<file path="src/sppr_pkg.sv">
/*
  Package for the shared pin port with input remap: register offsets,
  field positions, reset values and port width.
  Assumes a 32-bit APB slave with one aligned word per register.
*/
package sppr_pkg;
  localparam int unsigned NPINS          = 16;
  localparam int unsigned NREMAP         = 26;
  localparam int unsigned SEL_W          = 5;
  localparam logic [11:0] OFF_DIR        = 12'h000;
  localparam logic [11:0] OFF_LAT        = 12'h004;
  localparam logic [11:0] OFF_PIN        = 12'h008;
  localparam logic [11:0] OFF_SEL        = 12'h00c;
  localparam logic [11:0] OFF_PERI_EN    = 12'h010;
  localparam int unsigned SCK_LSB        = 8;
  localparam int unsigned SDI_LSB        = 0;
  localparam logic [4:0]  SEL_GND        = 5'h1f;
  localparam logic [4:0]  SEL_MAX        = 5'h19;
  localparam logic [15:0] DIR_RST        = 16'hffff;
  localparam logic [15:0] LAT_RST        = 16'h0000;
  localparam logic [15:0] SEL_RST        = 16'h1f1f;
  localparam logic [15:0] SEL_MASK       = 16'h1f1f;
  localparam logic [15:0] PERI_EN_RST    = 16'h0000;
endpackage

</file>
<file path="src/sppr_pin_mux.sv">
/*
  One shared pin's output multiplexer pair and loop-through block.
  Assumes the peripheral signals are synchronous to the port clock.
*/
`timescale 1ns/1ns
module sppr_pin_mux (
  // Port side
  input  wire logic port_dir,
  input  wire logic port_lat,
  input  wire logic bit_valid,
  // Peripheral side
  input  wire logic peri_en,
  input  wire logic peri_drive,
  input  wire logic peri_out,
  // Pin side
  input  wire logic pin_in,
  output logic      pin_out,
  output logic      pin_oe_n,
  output logic      peri_in
);
  logic peri_owns;
  logic port_drives;

  // Peripheral wins only while enabled and actively driving
  assign peri_owns   = bit_valid & peri_en & peri_drive;
  assign port_drives = bit_valid & ~port_dir & ~peri_owns;
  // Absent bits stay low on pin_out and peri_in with the driver off, so a stale latch bit never leaks out
  assign pin_out     = bit_valid & (peri_owns ? peri_out : port_lat);
  assign pin_oe_n    = ~(peri_owns | port_drives);
  // Peripheral never sees the port's own drive, only a real pin level
  assign peri_in     = bit_valid & ~port_drives & pin_in;
endmodule

</file>
<file path="src/sppr_remap_sel.sv">
/*
  Remappable input selector: code picks one of the remap pins or ground.
  Assumes remap pins are already sampled levels.
*/
`timescale 1ns/1ns
module sppr_remap_sel
  import sppr_pkg::*;
(
  // Selection
  input  wire logic [SEL_W-1:0]  code,
  input  wire logic [NREMAP-1:0] rp_in,
  // Result
  output logic                   sel_out
);
  // Ground and reserved codes both give zero; reserved is not driven
  assign sel_out = (code <= SEL_MAX) ? rp_in[code] : 1'b0;
endmodule

</file>
<file path="src/sppr_port.sv">
/*
  Shared pin parallel port with serial input remap, APB register slave.
  Assumes peripheral drive requests come from their modules
  synchronously to pclk; enables are the peripheral-enable register; board pin levels are already synchronous.
*/
// Added by the designer: the address map and the APB slave port.
// Contract
// - Each shared pin has output data and enable muxes, peripheral first.
// - Port output never loops into a shared peripheral input.
// - An enabled, driving peripheral switches off the port driver; pin reads still work.
// - An enabled but idle peripheral lets the port drive the pin.
// - Direction one means input with driver off, zero means output.
// - Any reset makes every pin an input.
// - Latch reads return the latch; latch writes update it.
// - Pin-level reads return sampled pins; writes there update the latch.
// - Unimplemented bits are disabled and read zero in the direction, latch and pin-level registers; peripheral-enable reads return them as written.
// - Pins shared only with input functions act as dedicated port pins.
`timescale 1ns/1ns
module sppr_port
  import sppr_pkg::*;
#(
  parameter logic [NPINS-1:0] VALID_MASK = 16'hffff
)(
  // Clock and reset
  input  wire logic              pclk,
  input  wire logic              presetn,
  // APB slave
  input  wire logic              psel,
  input  wire logic              penable,
  input  wire logic              pwrite,
  input  wire logic [11:0]       paddr,
  input  wire logic [31:0]       pwdata,
  output logic      [31:0]       prdata,
  output logic                   pready,
  output logic                   pslverr,
  // Peripherals sharing the pins
  input  wire logic [NPINS-1:0]  peri_drive,
  input  wire logic [NPINS-1:0]  peri_out,
  output logic      [NPINS-1:0]  peri_in,
  // Board pins
  input  wire logic [NPINS-1:0]  pin_in,
  output logic      [NPINS-1:0]  pin_out,
  output logic      [NPINS-1:0]  pin_oe_n,
  // Remap pins and selected serial inputs
  input  wire logic [NREMAP-1:0] remappable_pin_n,
  output logic                   serial_clock_input,
  output logic                   serial_data_input
);
  logic [15:0] pin_direction_register_r;
  logic [15:0] output_latch_register_r;
  logic [15:0] pin_level_register_r;
  logic [15:0] serial_input_pin_select_r;
  logic [15:0] peri_en_r;
  logic [31:0] prdata_r;
  logic        pready_r;
  logic        pslverr_r;
  logic [NPINS-1:0] pin_out_r;
  logic [NPINS-1:0] pin_oe_n_r;
  logic [NPINS-1:0] peri_in_r;
  logic        sck_r;
  logic        sdi_r;
  logic [NPINS-1:0] pin_out_nxt;
  logic [NPINS-1:0] pin_oe_n_nxt;
  logic [NPINS-1:0] peri_in_nxt;
  logic        sck_nxt;
  logic        sdi_nxt;

  // Address decode
  logic setup;
  logic wr;
  logic hit_dir;
  logic hit_lat;
  logic hit_pin;
  logic hit_sel;
  logic hit_pen;
  logic hit_any;
  logic [31:0] rd_nxt;
  assign setup   = psel & ~penable;
  // Write lands only at the edge where the master sees pready high
  assign wr      = psel & penable & pwrite & pready_r;
  assign hit_dir = (paddr == OFF_DIR);
  assign hit_lat = (paddr == OFF_LAT);
  assign hit_pin = (paddr == OFF_PIN);
  assign hit_sel = (paddr == OFF_SEL);
  assign hit_pen = (paddr == OFF_PERI_EN);
  assign hit_any = hit_dir | hit_lat | hit_pin | hit_sel | hit_pen;

  // Read mux; unimplemented bits masked to zero for direction, latch and pin levels
  assign rd_nxt =
    hit_dir ? {16'h0000, pin_direction_register_r & VALID_MASK} :
    hit_lat ? {16'h0000, output_latch_register_r & VALID_MASK} :
    hit_pin ? {16'h0000, pin_level_register_r & VALID_MASK} :
    hit_sel ? {16'h0000, serial_input_pin_select_r} :
    hit_pen ? {16'h0000, peri_en_r} :
              32'h0000_0000;

  // APB answer one cycle after setup, in the access phase
  always_ff @(posedge pclk or negedge presetn) begin
    if (!presetn) begin
      prdata_r  <= 32'h0000_0000;
      pready_r  <= 1'b0;
      pslverr_r <= 1'b0;
    end else begin
      pready_r  <= setup;
      pslverr_r <= setup & ~hit_any;
      prdata_r  <= (setup & ~pwrite) ? rd_nxt : 32'h0000_0000;
    end
  end

  // Register writes take effect at the access edge; reset forces inputs
  always_ff @(posedge pclk or negedge presetn) begin
    if (!presetn) begin
      pin_direction_register_r  <= DIR_RST;
      output_latch_register_r   <= LAT_RST;
      serial_input_pin_select_r <= SEL_RST;
      peri_en_r                 <= PERI_EN_RST;
    end else if (wr) begin
      if (hit_dir) begin
        pin_direction_register_r <= pwdata[15:0];
      end
      if (hit_lat | hit_pin) begin
        output_latch_register_r <= pwdata[15:0];
      end
      if (hit_sel) begin
        serial_input_pin_select_r <= pwdata[15:0] & SEL_MASK;
      end
      if (hit_pen) begin
        peri_en_r <= pwdata[15:0];
      end
    end
  end

  // Pin level sampling, one cycle of capture
  always_ff @(posedge pclk or negedge presetn) begin
    if (!presetn) begin
      pin_level_register_r <= 16'h0000;
    end else begin
      pin_level_register_r <= pin_in & VALID_MASK;
    end
  end

  // One mux pair per shared pin
  genvar g;
  generate
    for (g = 0; g < NPINS; g++) begin : g_pin
      sppr_pin_mux u_mux (
        .port_dir   (pin_direction_register_r[g]),
        .port_lat   (output_latch_register_r[g]),
        .bit_valid  (VALID_MASK[g]),
        .peri_en    (peri_en_r[g]),
        .peri_drive (peri_drive[g]),
        .peri_out   (peri_out[g]),
        .pin_in     (pin_in[g]),
        .pin_out    (pin_out_nxt[g]),
        .pin_oe_n   (pin_oe_n_nxt[g]),
        .peri_in    (peri_in_nxt[g])
      );
    end
  endgenerate

  // Remap selectors for the serial inputs
  sppr_remap_sel u_sck (
    .code    (serial_input_pin_select_r[SCK_LSB +: SEL_W]),
    .rp_in   (remappable_pin_n),
    .sel_out (sck_nxt)
  );
  sppr_remap_sel u_sdi (
    .code    (serial_input_pin_select_r[SDI_LSB +: SEL_W]),
    .rp_in   (remappable_pin_n),
    .sel_out (sdi_nxt)
  );

  // Outputs registered; costs one cycle of latency on every path
  always_ff @(posedge pclk or negedge presetn) begin
    if (!presetn) begin
      pin_out_r  <= {NPINS{1'b0}};
      pin_oe_n_r <= {NPINS{1'b1}};
      peri_in_r  <= {NPINS{1'b0}};
      sck_r      <= 1'b0;
      sdi_r      <= 1'b0;
    end else begin
      pin_out_r  <= pin_out_nxt;
      pin_oe_n_r <= pin_oe_n_nxt;
      peri_in_r  <= peri_in_nxt;
      sck_r      <= sck_nxt;
      sdi_r      <= sdi_nxt;
    end
  end

  assign prdata             = prdata_r;
  assign pready             = pready_r;
  assign pslverr            = pslverr_r;
  assign pin_out            = pin_out_r;
  assign pin_oe_n           = pin_oe_n_r;
  assign peri_in            = peri_in_r;
  assign serial_clock_input = sck_r;
  assign serial_data_input  = sdi_r;
endmodule

</file>
<file path="config.mk">
export PLATFORM = sky130hd
export DESIGN_NAME = sppr_port
export DESIGN_NICKNAME = d
export VERILOG_FILES = /design/src/sppr_pkg.sv /design/src/sppr_pin_mux.sv /design/src/sppr_remap_sel.sv /design/src/sppr_port.sv
export SDC_FILE = /design/constraint.sdc
export NUM_CORES = 1
export LEC_CHECK = 0
export BUFFER_PORTS_ARGS = -buffer_cell sky130_fd_sc_hd__clkbuf_2
export CAP_MARGIN = 30
export CORE_ASPECT_RATIO = 1.4
export CORE_MARGIN = 4
export CORE_UTILIZATION = 42
export CTS_BUF_LIST = sky130_fd_sc_hd__clkbuf_2 sky130_fd_sc_hd__clkbuf_4 sky130_fd_sc_hd__clkbuf_8
export DETAILED_ROUTE_END_ITERATION = 16
export GPL_ROUTABILITY_DRIVEN = 0
export GPL_TIMING_DRIVEN = 1
export HOLD_SLACK_MARGIN = 0.15
export PLACE_DENSITY = 0.66
export SLEW_MARGIN = 20
export SYNTH_ARGS = -nofsm -noshare
export SYNTH_HDL_FRONTEND = slang
export SYNTH_SLANG_ARGS = --single-unit
</file>
<file path="constraint.sdc">
create_clock -name pclk -period 4.55 [get_ports pclk]
set_input_delay 0 -clock pclk [delete_from_list [all_inputs] [get_ports pclk]]
set_output_delay 0 -clock pclk [all_outputs]
set_load 0.005 [all_outputs]
</file>
Yosys cells after proc, flatten, opt, wreduce, memory -nomap -nowiden
Cells that the tools add are included.

Add/sub/neg operators: 0. Multiply operators: 0. Div/mod/pow operators: 0. Order comparisons: 4. Eq/ne operators: 4. Shift operators: 0. Multiplexer cells: 28. Bitwise operators: 142. Reduce and logical (&&, ||, !) cells: 5.

Operator list (number): 16-bit 2-to-1 mux (6); 1-bit NOT (67); 1-bit bitwise AND (54); 12-bit by 4-bit == test with 1-bit output (second input constant) (2); 1-bit OR (21); 1-bit 2-to-1 mux (20); 12-bit by 3-bit == test with 1-bit output (second input constant) (1); 12-bit by 5-bit == test with 1-bit output (second input constant) (1); 12-bit logical NOT (1); 5-bit by 6-bit < comparator with 1-bit output (second input constant) (2); 1-bit binary-select mux with 5-bit select (2); 5-bit less-or-equal comparator (second input constant) (2); 2-bit AND reduction (4).

Flip-flop bits (word level): 142. Bits in latches: 0. Memory bits (writable): 0. ROM bits: 0. Output and inout port bits: 84. Word-level logic and storage cells: 196. Memories: 0.

Logic depth before layout (Yosys ltp)
Gate-level depths: netlist (run 1).

Word-level depth: 7. Mapped depth: 7. Gate-level depth less buffers: 5.

Modules after synthesis
Synthesis (run 1) repeated with hierarchy kept, for this count alone.

Cell total of the unflattened synthesis: 502. Area total of the unflattened synthesis: 6452.4 um^2.

Modules (own cells, without submodules): sppr_port (instances 1, cells each 356, area an instance 5258.8 um^2, sequential area each 3606.0 um^2); sppr_pin_mux (instances 16, cells each 7, area an instance 42.5 um^2, sequential area each 0.0 um^2); sppr_remap_sel (instances 2, cells each 17, area an instance 256.5 um^2, sequential area each 0.0 um^2).

Worst setup path before layout (run 1)
Ideal clock, no wire load.

Path type: register to register. Start point: register serial_input_pin_select_r[8]. End point: register sck_r, in the netlist serial_clock_input. Data arrival time: 1.594 ns. Setup slack: 2.888 ns. Cell stages (with the launch flop): 7. Path buffers: 2. Cells stage by stage: dfstp_2 > clkbuf_1 > buf_2 > mux2i_1 > a221oi_1 > nand4b_1 > nand3_1.

Longest elaborated chain between the ends: 3. Elaborated cells on any way between the ends: 4.

RTL lines: start, declared (line sppr_port.sv:52) `logic [15:0] serial_input_pin_select_r;`; start signal, assigned (line sppr_port.sv:125) `serial_input_pin_select_r <= pwdata[15:0] & SEL_MASK;`; 1-bit binary-select mux with 5-bit select (line sppr_remap_sel.sv:16) `assign sel_out = (code <= SEL_MAX) ? rp_in[code] : 1'b0;`; 1-bit 2-to-1 mux (not written as such) (line sppr_remap_sel.sv:16); 1-bit 2-to-1 mux * (line sppr_remap_sel.sv:16); named net sck_nxt (line sppr_port.sv:65) `logic sck_nxt;`; end signal, assigned (line sppr_port.sv:185) `sck_r <= sck_nxt;`; end, declared (line sppr_port.sv:60) `logic sck_r;`.

Mark *: on every way through the listed nets, which the timed path passes. The rest lies on a longest branch. The select of a mux whose other input is x is not followed. A chain may end at the register's enable or synchronous reset.

Worst setup path after layout (run 1)
Ends and elaborated chain as after synthesis.

==> results.md, run 1 <==
Status:
- The run finished with clean final reports.

Yosys:
- Dividing the synthesized area by the synthesized cell count gives around 12 um^2.
- The number of enable flip-flop cells after synthesis is 0.
- Synthesis produced a netlist whose cell count is approximately 530.
- Sorting the synthesized cells by area gives the leading types as sky130_fd_sc_hd__dfrtp_1, sky130_fd_sc_hd__dfstp_2, sky130_fd_sc_hd__mux2_2.
- Yosys printed 0 warnings.
- The number of distinct library cells after synthesis is 38.
- The share of synthesized area in the top cell type comes to 0.3918.
- The proportion of synthesized chip area in sequential cells is 0.5647.
- The post-synthesis sequential element count is roughly 140.
- The async set-or-reset flop fraction in the synthesized netlist is 1.000.
- The cell area after synthesis is ~6400 um^2.
- Among all flip-flop cells after synthesis, the most frequent one is sky130_fd_sc_hd__dfrtp_1.
- Summed over all instances, the cell type with the most area after synthesis is sky130_fd_sc_hd__dfrtp_1.

Pwr:
- Of the total power, the share spent switching nets is 0.2477.
- The relative contribution of combinational cells to total power is 0.082.
- The register share of total power is 0.507.
- In this run the static leakage power is slightly above 4 nW.
- The areal power density over the cells is just under 300 nW/um^2.
- The share of total power dissipated in the clock network is 0.411.
- Summed over all nets, the switching power comes to 0.0006229 W.
- The worst supply voltage drop on vdd is 170.3 uV.
- The internal power component is ~0.0019 W.

Timing:
- The final critical path time including I/O delays and setup is a little over 3 ns.
- Setup violations remaining at the end of the flow were counted as 0.
- At the pin with the least slew margin, the transition time is between 0.9 and 1 ns.
- Setup repair after global routing left no endpoint under its margin.
- For the final routed database, the setup TNS stands at 0 ns.
- The worst slack on hold paths is between 0.1 and 0.15 ns.
- The maximum clock rate is around 330 MHz.
- The max-slew headroom at the worst pin is 0.3479.
- The number of failing hold endpoints at the final stage is 0.
- The setup skew after layout is 0.01055 ns.
- Dividing the final minimum period by the clock period gives 0.6752.
- The max-slew violation total from the final report was 0.

Min path:
- In this run the worst hold path is classified as input pin to asynchronous set/reset pin.

Worst setup path:
- The standard cell with the maximum stage delay on the critical path is sky130_fd_sc_hd__dfstp_2.
- Data arrives at the worst endpoint at 3.39 ns.
- The nature of the critical path endpoint is a register.
- The required time at the worst-slack endpoint is ~4.9 ns.
- The cell type with the highest occurrence count on the critical path is sky130_fd_sc_hd__dlygate4sd3_1.
- The kind of launch point of the worst setup path is a register.
- The critical path in this run is classified as register to register.
- In this run the worst path has a maximum fanout of 18.
- The largest single stage delay on the critical path is approximately 0.8 ns.
- Traced cell by cell, the critical path runs through mux2i_1 -> dlygate4sd3_1 -> nand3_1 -> nand4b_1 -> dlygate4sd3_1 -> nand3_1 -> dlygate4sd3_1.

GRT:
- The number of global-route vias before repair is about 5600.
- The initial antenna violation count is 0.
- For met2 alone, demand over resource in global routing was 0.3757.
- The aggregate global-route resource usage is 0.2090.
- The met1 track utilization from global routing is 0.2446.
- The met3 track demand over resource in global routing is 0.05079.
- The sum of overflow across all layers after global routing is 0.
- The layer with the highest usage after global routing is met2.
- The first global-routing pass estimated 28660 um of wire.
- Entering global routing, the biggest net connects 82 pins.

Route:
- The DRC violation total after the first TritonRoute iteration is about 300.
- For this run, design rule violations remaining after detail routing come to 0.
- The detail-routed via count per cell is just over 5.
- The length of the first detailed-routing pass in iterations is 5.
- In this run the remaining antenna-violating nets after routing total 0.
- After detailed routing, the average wire length per cell comes to about 18 um.
- The via total after detailed routing is slightly above 5000.
- Wires add up to 17720 um.

Clock network:
- The TritonCTS buffer count is 17.
- The clock reaches the later pin of the worst-skew pair after roughly 0.44 ns.
- TritonCTS built the clock tree.
- The clock sink total is approximately 140.
- The post-CTS clock slew at the launch and capture registers of the worst setup and hold paths is about 0.09 ns.
- The clock tree synthesis step divided the H-tree into 4 levels.
- After clock tree synthesis, the repair step resized 0 gates.
- The tree is rooted in a sky130_fd_sc_hd__clkbuf_8.
- No sink is reached through more buffers than the 2 on the longest clock path.

Final layout:
- The leading cell type in the layout, fill and taps excluded is sky130_fd_sc_hd__clkbuf_2.
- The post-layout net count is 910.
- The footprint of the multi-input gates is 2569 um^2.
- The share of layout cells above drive strength 1 is 0.4163.
- The library cells used most frequently in the layout, excluding fill and tap cells, are sky130_fd_sc_hd__clkbuf_2, sky130_fd_sc_hd__dfrtp_1, sky130_fd_sc_hd__dlygate4sd3_1, sky130_fd_sc_hd__mux2_2, sky130_fd_sc_hd__a21oi_1.
- The final-layout fill cell count is 1279.
- From synthesis to final layout, the design area changed by 35.05%.
- In the final layout, flip-flops and latches occupy about 3600 um^2.

Floorplan:
- The die is between 100 and 150 um wide.
- During I/O placement, the number of pins put on the boundary was between 200 and 250.
- The floorplan has 53 rows.
- The die span in y is between 150 and 200 um.
- The full die area is 17270 um^2.
- For this configuration, the core starts out at a cell density of 0.4261.
- The core region is 14990 um^2.

Run:
- The max-capacitance violation count is 0.

Place:
- The count of buffers added on input and output ports is 174.
- The sum of net half-perimeters after detailed placement is about 12000 um.
==> worst paths after layout <==
kind / startpoint / to / slack (ns) / cells after the start
setup / recovery: serial_input_pin_select_r[8] / serial_clock_input / 1.48 / 7
hold / removal: presetn / output_latch_register_r[9] / 0.14 / 2
setup reg to reg: serial_input_pin_select_r[8] / serial_clock_input / 1.48 / 7
hold reg to reg: pin_direction_register_r[11] / pin_oe_n[11] / 0.51 / 1
max in group asynchronous: presetn / pin_out[4] / 3.12 / 3
min in group pclk: paddr[2] / prdata[3] / 0.18 / 5
==> cell usage after synthesis (10+ instances only) <==
master	n
sky130_fd_sc_hd__clkbuf_1	19
sky130_fd_sc_hd__dfstp_2	42
sky130_fd_sc_hd__nor2b_1	27
sky130_fd_sc_hd__mux2_2	64
sky130_fd_sc_hd__nor2_1	22
sky130_fd_sc_hd__o221ai_1	10
sky130_fd_sc_hd__mux2_4	10
sky130_fd_sc_hd__mux2i_1	26
sky130_fd_sc_hd__nand2_1	37
sky130_fd_sc_hd__and3_1	11
sky130_fd_sc_hd__dfrtp_1	100
sky130_fd_sc_hd__o21ai_0	11
sky130_fd_sc_hd__and2_1	17
sky130_fd_sc_hd__a21oi_1	60
sky130_fd_sc_hd__buf_4	17
==> cell type report <==
| type | instances | share of cell area |
|---|---|---|
| sequential | 142 | 0.4181 |
| multi-input combinational | 358 | 0.2978 |
| timing repair buffer | 267 | 0.2082 |
| clock buffer | 19 | 0.02960 |
| tap | 192 | 0.02785 |
| clock inverter | 13 | 0.01770 |
| inverter | 1 | 0.0004352 |
| antenna | 1 | 0.0002901 |
==> metal layers <==
metal | up-vias | share of wire
li1 | 2369 | -
met1 | 2520 | 0.38
met2 | 161 | 0.55
met3 | 24 | 0.053
met4 | 0 | 0.017
met5 | - | 0
==> cells by family (layout without fill, tap and decap cells) <==
family	count (synthesis)	count (layout)	share of synthesized area
buffers and inverters	46	300	0.04271
AOI/OAI and AO/OA	103	103	0.09973
muxes	100	100	0.1771
other	1	17	0.0005872
and+or+nand+nor	139	139	0.1152
DFF	142	142	0.5647
==> power by group through the flow <==
stage | registers (W) | logic, W | clock network (W)
global route | 0.00128 | 0.000229 | 0.00112
finish | 0.00128 | 0.000206 | 0.00103
global placement | 0.00130 | 0.000150 | 0
CTS | 0.00128 | 0.000207 | 0.00106
floorplan | 0.00130 | 0.0000608 | 0
detailed placement | 0.00130 | 0.000154 | 0
==> per-stage QoR <==
step	cell area, um^2	setup slack (ns)	utilization	power, W	cells
after detailed placement	7333	1.834	0.4893	0.001453	872
final	8625	1.478	0.5755	0.002515	993
after global routing	8622	1.313	0.5753	0.002623	992
after floorplan	6442	2.888	-	0.001359	546
after global placement	7333	1.878	0.4893	0.001449	872
after CTS	8622	1.506	0.5753	0.002543	992
==> what timing repair did <==
action / 4_1_cts / 5_1_grt
hold buffers: 88 / 0
buffers inserted: 0 / 0
endpoints found under the hold margin: 222 / 0
==> sequential cells by signal, indices dropped and copies added (netlist names) <==
signal and count:
pin_direction_register_r 16, pin_out 16, pslverr 1, serial_data_input 1, pin_oe_n 16, serial_clock_input 1, pready 1, prdata 16
peri_in 16, output_latch_register_r 16, peri_en_r 16, pin_level_register_r 16, serial_input_pin_select_r 10
==> critical path, delay by kind of cell (launching register included) <==
kind,cells,cell delay [ns]
AND/OR/NAND/NOR,3,0.26
buffers and inverters,3,1.68
multiplexers,1,0.22
flip-flops,1,0.81
Power figures use the tool's default switching activity.
==> run 2: changes to the inputs <==
- clock period: 4.55 -> 3.07 ns (I/O delays scaled with it)
==> run 2 against run 1 <==
  * Clock power rose by 49%
  * Combinational power rose by 51%
  * First-iteration DRC count fell by 24%
  * Routed wire length rose by 0.10%
  * Fmax rose by 4.7%
  * Clock-buffer cell count did not move
  * Sequential share of layout area fell by 0.55 points
  * Critical path depth did not move
  * Critical path type unchanged
  * Critical endpoint is now serial_data_input
==> results.md, run 2 (synthesized netlist as in run 1, its figures left out) <==
Status:
- The run finished with clean final reports.

Timing:
- Setup repair after global routing left no endpoint under its margin.
- The number of failing hold endpoints at the final stage is 0 (unchanged).
- The transition at the pin with the smallest max-transition slack came to 0.7824 ns (-0.1934 ns).
- The maximum clock rate came to 340.7 MHz (+4.7%).
- The smallest setup slack after layout came to 0.1349 ns (-1.343 ns).
- The setup-violating endpoint count in the final report is 0 (unchanged).
- The max-slew headroom at the worst pin was 0.4744 (+0.1265).
- The max-slew violation total from the final report is 0 (unchanged).
- The setup skew after layout is 0.01364 ns (+0.003088 ns).
- The final critical path time including I/O delays and setup is 2.935 ns (-0.1370 ns).
- The setup TNS came to 0 ns (unchanged).
- The final cycle utilization of the critical path is 0.9561 (+0.2809).

Worst setup path:
- The maximum fanout along the worst path is 6 (-12).
- The slowest stage of the critical path is the sky130_fd_sc_hd__dfstp_4 cell.
- The worst stage delay on the critical path is 0.67 ns (-0.14 ns).
- The startpoint of the lowest-slack register-to-register path is serial_input_pin_select_r[0].
- The count of buffering cells on the critical path with inverters included is 3 (unchanged).
- The count of cells along the worst register-to-register path is 7 (unchanged).
- The signal on the critical path passes through mux2i_1 -> dlygate4sd3_1 -> nand3_1 -> nand4b_1 -> dlygate4sd3_1 -> nand3_1 -> dlygate4sd3_1.
- The category of the critical setup timing path is register to register.
- The cell class contributing the biggest share of worst-path delay is buffers and inverters.
- STA classifies the critical path endpoint as a register.
- The origin of the worst setup path is serial_input_pin_select_r[0].
- The required time at the worst-slack endpoint is 3.38 ns (-1.49 ns).
- The critical path data arrival time was 3.25 ns (-0.14 ns).
- The kind of launch point of the worst setup path is a register.
- The logic depth of the worst path, buffers included came to 7 (unchanged).
- The cell type with the highest occurrence count on the critical path is sky130_fd_sc_hd__dlygate4sd3_1.

Clock network:
- The clock root buffer master is sky130_fd_sc_hd__clkbuf_8.
- TritonCTS built the clock tree.
- The clock sink total was 142 (unchanged).
- The maximum buffer depth of the clock tree is 2 (unchanged).
- The worst-skew pair later-pin latency is 0.44 ns (about the same).
- The post-CTS clock slew at the launch and capture registers of the worst setup and hold paths was 0.08 ns (about the same).
- The TritonCTS buffer count is 17 (unchanged).
- The deepest level of the CTS H-tree was 4 (unchanged).

Route:
- The remaining number of nets flagged by the antenna check after routing came to 0 (unchanged).
- The number of design rule violations left after detail routing is 0 (unchanged).
- The final routed wirelength across all metal layers is 17740 um (+0.10%).
- The length of the first detailed-routing pass in iterations is 5 (unchanged).
- The detail-routed net length per standard cell is 17.63 um (-1.2%).
- The detail-routed via count per cell came to 5.136 (+0.52%).
- The via total after detailed routing is 5167 (+1.8%).
- The DRC violation total after the first TritonRoute iteration is 227 (-24%).

GRT:
- The largest net degree at the start of global routing is 71 (-13%).
- The aggregate global-route resource usage is 0.2080 (-0.001038).
- The initial antenna violation count was 0 (unchanged).
- The sum of overflow across all layers after global routing is 0 (unchanged).
- The first-pass GRT wire length is 28650 um (about the same).
- The number of global-route vias before repair is 5691 (+2.1%).

Min path:
- The startpoint of the most critical hold path is pin_in[15].
- The worst min-delay path class is input pin to register.
- Along the worst hold path, the cell count comes to 2.

Floorplan:
- The starting utilization of the core area is 0.4261 (unchanged).
- The floorplan row count is 53 (unchanged).
- The overall die width is 112.2 um (unchanged).
- The core area is 14990 um^2 (unchanged).
- The total I/O pin count is 207 (unchanged).
- The full die area is 17270 um^2 (unchanged).
- The die span in y is 153.9 um (unchanged).

Pwr:
- The cell leakage power is 4.177 nW (+2.0%).
- The worst supply voltage drop on vdd is 290.5 uV (+71%).
- The areal power density over the cells came to 427.1 nW/um^2 (+46%).

Final layout:
- Compared with the post-synthesis result, the final layout area differs by 36.99%.
- The share of layout cells above drive strength 1 is 0.4226 (+0.006354).
- Leaving out fill and tap cells, the most frequent cell in the layout is sky130_fd_sc_hd__clkbuf_2.
- The post-layout net count is 924 (+1.5%).
- In the layout the commonest cells are sky130_fd_sc_hd__clkbuf_2, sky130_fd_sc_hd__dfrtp_1, sky130_fd_sc_hd__dlygate4sd3_1, sky130_fd_sc_hd__mux2_2, sky130_fd_sc_hd__a21oi_1.
- The final instance count without filler cells is 1006 (+1.3%).
- The diode insertion count for antenna repair came to 0 (-1).
- The final-layout fill cell count is 1290 (+0.86%).

Place:
- The sum of net half-perimeters after detailed placement is 12150 um (+1.7%).
- The quantity of I/O buffers inserted on ports is 174 (unchanged).
- The post-placement cell count is 876 (+0.46%).
- The setup slack at placement was 0.7839 ns (-1.051 ns).

Run:
- The max-capacitance violation count is 0 (unchanged).
[run 2: changes by cell type in the layout (fill, tap and decap cells not counted)]
cell | previous run | this run
sky130_fd_sc_hd__dfstp_2 | 42 | 41
sky130_fd_sc_hd__dlygate4sd3_1 | 88 | 91
sky130_fd_sc_hd__buf_12 | 0 | 1
sky130_fd_sc_hd__dfstp_4 | 0 | 1
sky130_fd_sc_hd__buf_2 | 0 | 1
sky130_fd_sc_hd__buf_4 | 5 | 14
sky130_fd_sc_hd__diode_2 | 1 | 0
[run 2: path summary, 6_finish.rpt]
kind / endpoint / slack, ns
max: serial_data_input / 0.13
min: pin_level_register_r[15] / 0.22
max reg2reg: serial_data_input / 0.13
min reg2reg: pin_oe_n[10] / 0.51
max in group asynchronous: pin_out[9] / 1.31
min in group asynchronous: pin_out[12] / 0.68
[run 2: timing repair]
action | 4_1_cts | 5_1_grt
resized for setup | 0 | 1
endpoints found under the setup margin | 0 | 1
setup buffers | 0 | 7
endpoints found under the hold margin | 261 | 0
hold buffers | 91 | 0
[run 2: layer usage]
layer	GRT usage	up-vias	share of wire
li1	-	2402	-
met1	0.2436	2536	0.39
met2	0.3700	190	0.53
met3	0.04213	39	0.050
met4	0.08477	0	0.032
met5	0	-	0
[run 2: layout make-up]
| cell class | instances | area [um^2] | share of cell area |
|---|---|---|---|
| flip-flops and latches | 142 | 3610 | 0.4126 |
| multi-input cells | 358 | 2569 | 0.2936 |
| inverters | 1 | 3.754 | 0.0004291 |
| repair buffers | 281 | 1918 | 0.2193 |
| well taps | 192 | 240.2 | 0.02746 |
| clock inverters | 13 | 152.6 | 0.01745 |
| clock buffers | 19 | 255.2 | 0.02918 |
[run 2: power breakdown]
part / leakage (nW) / switching, W / total (W) / internal (W)
clock: 0.203 / 0.000761 / 0.00153 / 0.000773
sequential: 1.79 / 0.00000455 / 0.00189 / 0.00189
combinational: 2.19 / 0.000161 / 0.000312 / 0.000151
total: 4.18 / 0.000927 / 0.00374 / 0.00281
[run 2: through the flow]
stage	cell area [um^2]	util	total power, W	hold slack [ns]
detailed placement	7376	0.4922	0.002157	0.05092
global placement	7376	0.4922	0.002150	0.04184
global route	8748	0.5837	0.003882	0.2207
floorplan	6442	-	0.002015	-0.2956
CTS	8695	0.5801	0.003776	0.1892
finish	8748	0.5837	0.003736	0.2208
==> run 3: changes to the inputs <==
- RECOVER_POWER: not set -> 100
- clock period: 3.07 -> 3.3 ns (I/O delays scaled with it)
==> run 3 against run 2 <==
  * The flow now finishes with violations (max-capacitance violations, max-slew violations)
  * Via count increased by 0.54%
  * Routed wire length increased by 0.89%
  * Clock power decreased by 8%
  * Total power decreased by 7.8%
  * Worst setup slack improved by 0.027 ns
  * Sequential cell count unchanged
  * Utilization decreased by 1.4 points
  * First-iteration DRC count increased by 50%
  * Clock skew decreased by 0.0029 ns
  * Sequential share of layout area increased by 0.97 points
  * Combinational power decreased by 9.0%
  * Non-clock buffer count decreased by 6
==> results.md, run 3 (synthesized netlist as in run 1, its figures left out) <==
Floorplan:
- The floorplan row count was 53 (unchanged).
- The total I/O pin count was 207 (unchanged).
- The starting utilization of the core area is 0.4261 (unchanged).
- The die span in y was 153.9 um (unchanged).
- The overall die width is 112.2 um (unchanged).
- The core area is 14990 um^2 (unchanged).
- The full die area was 17270 um^2 (unchanged).

Route:
- The via total after detailed routing is 5195 (+0.54%).
- The remaining number of nets flagged by the antenna check after routing is 0 (unchanged).
- The number of design rule violations left after detail routing is 0 (unchanged).
- The DRC violation total after the first TritonRoute iteration came to 341 (+50%).
- The length of the first detailed-routing pass in iterations is 4 (-1).
- The detail-routed net length per standard cell is 17.90 um (+1.5%).
- The detail-routed via count per cell came to 5.195 (+1.1%).
- The final routed wirelength across all metal layers is 17900 um (+0.89%).

GRT:
- The layer with the highest usage after global routing is met2.
- The aggregate global-route resource usage came to 0.2115 (+0.003502).
- The initial antenna violation count is 0 (unchanged).
- The global-route track usage on met2 is 0.3757 (+0.005683).
- The number of global-route vias before repair is 5593 (-1.7%).
- The largest net degree at the start of global routing is 82 (+15%).
- The met3 track demand over resource in global routing came to 0.04685 (+0.004724).
- The sum of overflow across all layers after global routing is 0 (unchanged).
- The first-pass GRT wire length came to 28920 um (+0.94%).
- The met1 track utilization from global routing is 0.2485 (+0.004888).

Clock network:
- The clock tree from TritonCTS is built.
- The deepest level of the CTS H-tree was 4 (unchanged).
- The post-CTS clock slew at the launch and capture registers of the worst setup and hold paths was 0.09 ns (about the same).
- The maximum buffer depth of the clock tree is 2 (unchanged).
- The TritonCTS buffer count is 17 (unchanged).
- The clock sink total came to 142 (unchanged).
- The worst-skew pair later-pin latency came to 0.44 ns (about the same).
- The cell sitting at the root of the clock tree is a sky130_fd_sc_hd__clkbuf_8.
- The count of instances resized after the clock tree is built is 0 (unchanged).

Worst setup path:
- The critical path data arrival time is 3.46 ns (+0.21 ns).
- The maximum fanout along the worst path came to 18 (+12).
- The setup path with the least slack is of type register to register.
- The worst setup path is captured at a register.
- The kind of launch point of the worst setup path is a register.
- The required time at the worst-slack endpoint is 3.63 ns (+0.25 ns).

Final layout:
- The utilization after layout is 0.5698 (-0.01394).
- The diode insertion count for antenna repair is 0 (unchanged).
- The share of layout cells above drive strength 1 is 0.3156 (-0.1070).
- The post-layout net count is 918 (-0.65%).
- From synthesis to final layout, the design area changed by 33.72%.
- The leading cell type in the layout, fill and taps excluded is sky130_fd_sc_hd__clkbuf_2.
- The final-layout fill cell count is 1309 (+1.5%).
- The library cells used most frequently in the layout, excluding fill and tap cells, are sky130_fd_sc_hd__clkbuf_2, sky130_fd_sc_hd__dfrtp_1, sky130_fd_sc_hd__dlygate4sd3_1, sky130_fd_sc_hd__mux2_2, sky130_fd_sc_hd__a21oi_1.

Timing:
- The transition at the pin with the smallest max-transition slack is 1.521 ns (+0.7389 ns).
- The maximum clock rate is 318.6 MHz (-6.5%).
- The final critical path time including I/O delays and setup is 3.138 ns (+0.2033 ns).
- The setup-violating endpoint count in the final report is 0 (unchanged).
- The final cycle utilization of the critical path came to 0.9510 (-0.005038).
- The max-slew violation total from the final report came to 24 (+24).
- Setup repair after global routing left no endpoint under its margin.
- The max-slew headroom at the worst pin came to -0.01417 (-0.4886).
- The number of failing hold endpoints at the final stage is 0 (unchanged).
- The setup skew after layout is 0.01073 ns (-0.002907 ns).
- The setup TNS is 0 ns (unchanged).

Min path:
- The worst min-delay path class is input pin to register.

Pwr:
- The register share of total power is 0.510 (+0.004).
- The cell leakage power is 3.934 nW (-5.8%).
- The worst supply voltage drop on vdd is 238.3 uV (-18%).
- The internal power component is 0.002582 W (-8.1%).
- The clock network power share is 0.408 (-0.003).
- The relative contribution of combinational cells to total power was 0.083 (about the same).
- The areal power density over the cells is 403.5 nW/um^2 (-5.5%).
- The fraction of power spent switching nets is 0.2507 (+0.002567).
- The switching power is 0.0008638 W (-6.8%).

Status:
- The run finished, with violations left.
- The checks that failed: max-capacitance violations, max-slew violations.

Place:
- The quantity of I/O buffers inserted on ports came to 174 (unchanged).
- The sum of net half-perimeters after detailed placement is 11820 um (-2.7%).

Run:
- The max-capacitance violation count is 1 (+1).
run 3: changes by cell type in the layout (fill, tap and decap cells not counted), sizes merged:
| cell | change |
|---|---|
| buf | -9 |
| clkbuf | +2 |
| clkinvlp | +1 |
run 3: area by class of cell:
class                           instances  area [um^2]  share of cell area
Sequential cell                       142         3606              0.4223
Multi-Input combinational cell        358         2509              0.2938
Timing Repair Buffer                  275         1783              0.2088
Clock buffer                           18        241.5             0.02828
Tap cell                              192        240.2             0.02813
Clock inverter                         14        156.4             0.01832
Inverter                                1        3.754           0.0004396
run 3: repair_timing:
item                      in CTS  in global routing
hold buffers                  92                  0
setup buffers                  0                  0
hold endpoints to repair     263                  0
run 3: path summary, 6_finish.rpt:
kind                            slack (ns)  cells after the start                    startpoint                           end
worst max-delay path                  0.16                      7  serial_input_pin_select_r[0]             serial_data_input
worst min-delay path                  0.20                      5                      paddr[6]                     prdata[5]
worst max register to register        0.16                      7  serial_input_pin_select_r[0]             serial_data_input
worst min register to register        0.53                      1   pin_direction_register_r[3]                   pin_oe_n[3]
max in group asynchronous             0.94                      3                       presetn                   pin_out[15]
min in group asynchronous             1.03                      2                       presetn  serial_input_pin_select_r[9]
run 3: worst max-delay path, stage by stage, from the launching register on:
cell,delay [ns]
sky130_fd_sc_hd__dfstp_2,0.82
sky130_fd_sc_hd__nor2b_1,0.09
sky130_fd_sc_hd__a2111oi_0,0.65
sky130_fd_sc_hd__a221oi_1,0.14
sky130_fd_sc_hd__nand4b_1,0.15
sky130_fd_sc_hd__dlygate4sd3_1,0.56
sky130_fd_sc_hd__nand3_1,0.07
sky130_fd_sc_hd__dlygate4sd3_1,0.55
run 3: per-stage QoR:
step | power (W) | hold slack, ns | worst slack (ns) | instance area (um^2) | instances
final | 0.003446 | 0.1958 | 0.1616 | 8539 | 1000
after global routing | 0.003586 | 0.1983 | 0.07811 | 8539 | 1000
after CTS | 0.003500 | 0.1797 | 0.2630 | 8705 | 1000
after detailed placement | 0.002006 | 0.02242 | 0.9133 | 7376 | 876
after global placement | 0.002001 | 0.003608 | 0.9206 | 7376 | 876
after floorplan | 0.001874 | -0.2956 | 1.638 | 6442 | 546
run 3: power by group through the flow:
stage | Combinational, W | Clock (W) | Sequential [W]
2_1_floorplan | 0.0000838 | 0 | 0.00179
3_3_place_gp | 0.000210 | 0 | 0.00179
3_5_place_dp | 0.000216 | 0 | 0.00179
4_1_cts | 0.000293 | 0.00145 | 0.00176
5_1_grt | 0.000315 | 0.00151 | 0.00176
6_report | 0.000284 | 0.00140 | 0.00176
run 3: metal layers:
layer,up-vias,part of all wire
met1,2579,0.38
met3,31,0.059
met4,0,0.023
li1,2400,-
met5,-,0
met2,185,0.54
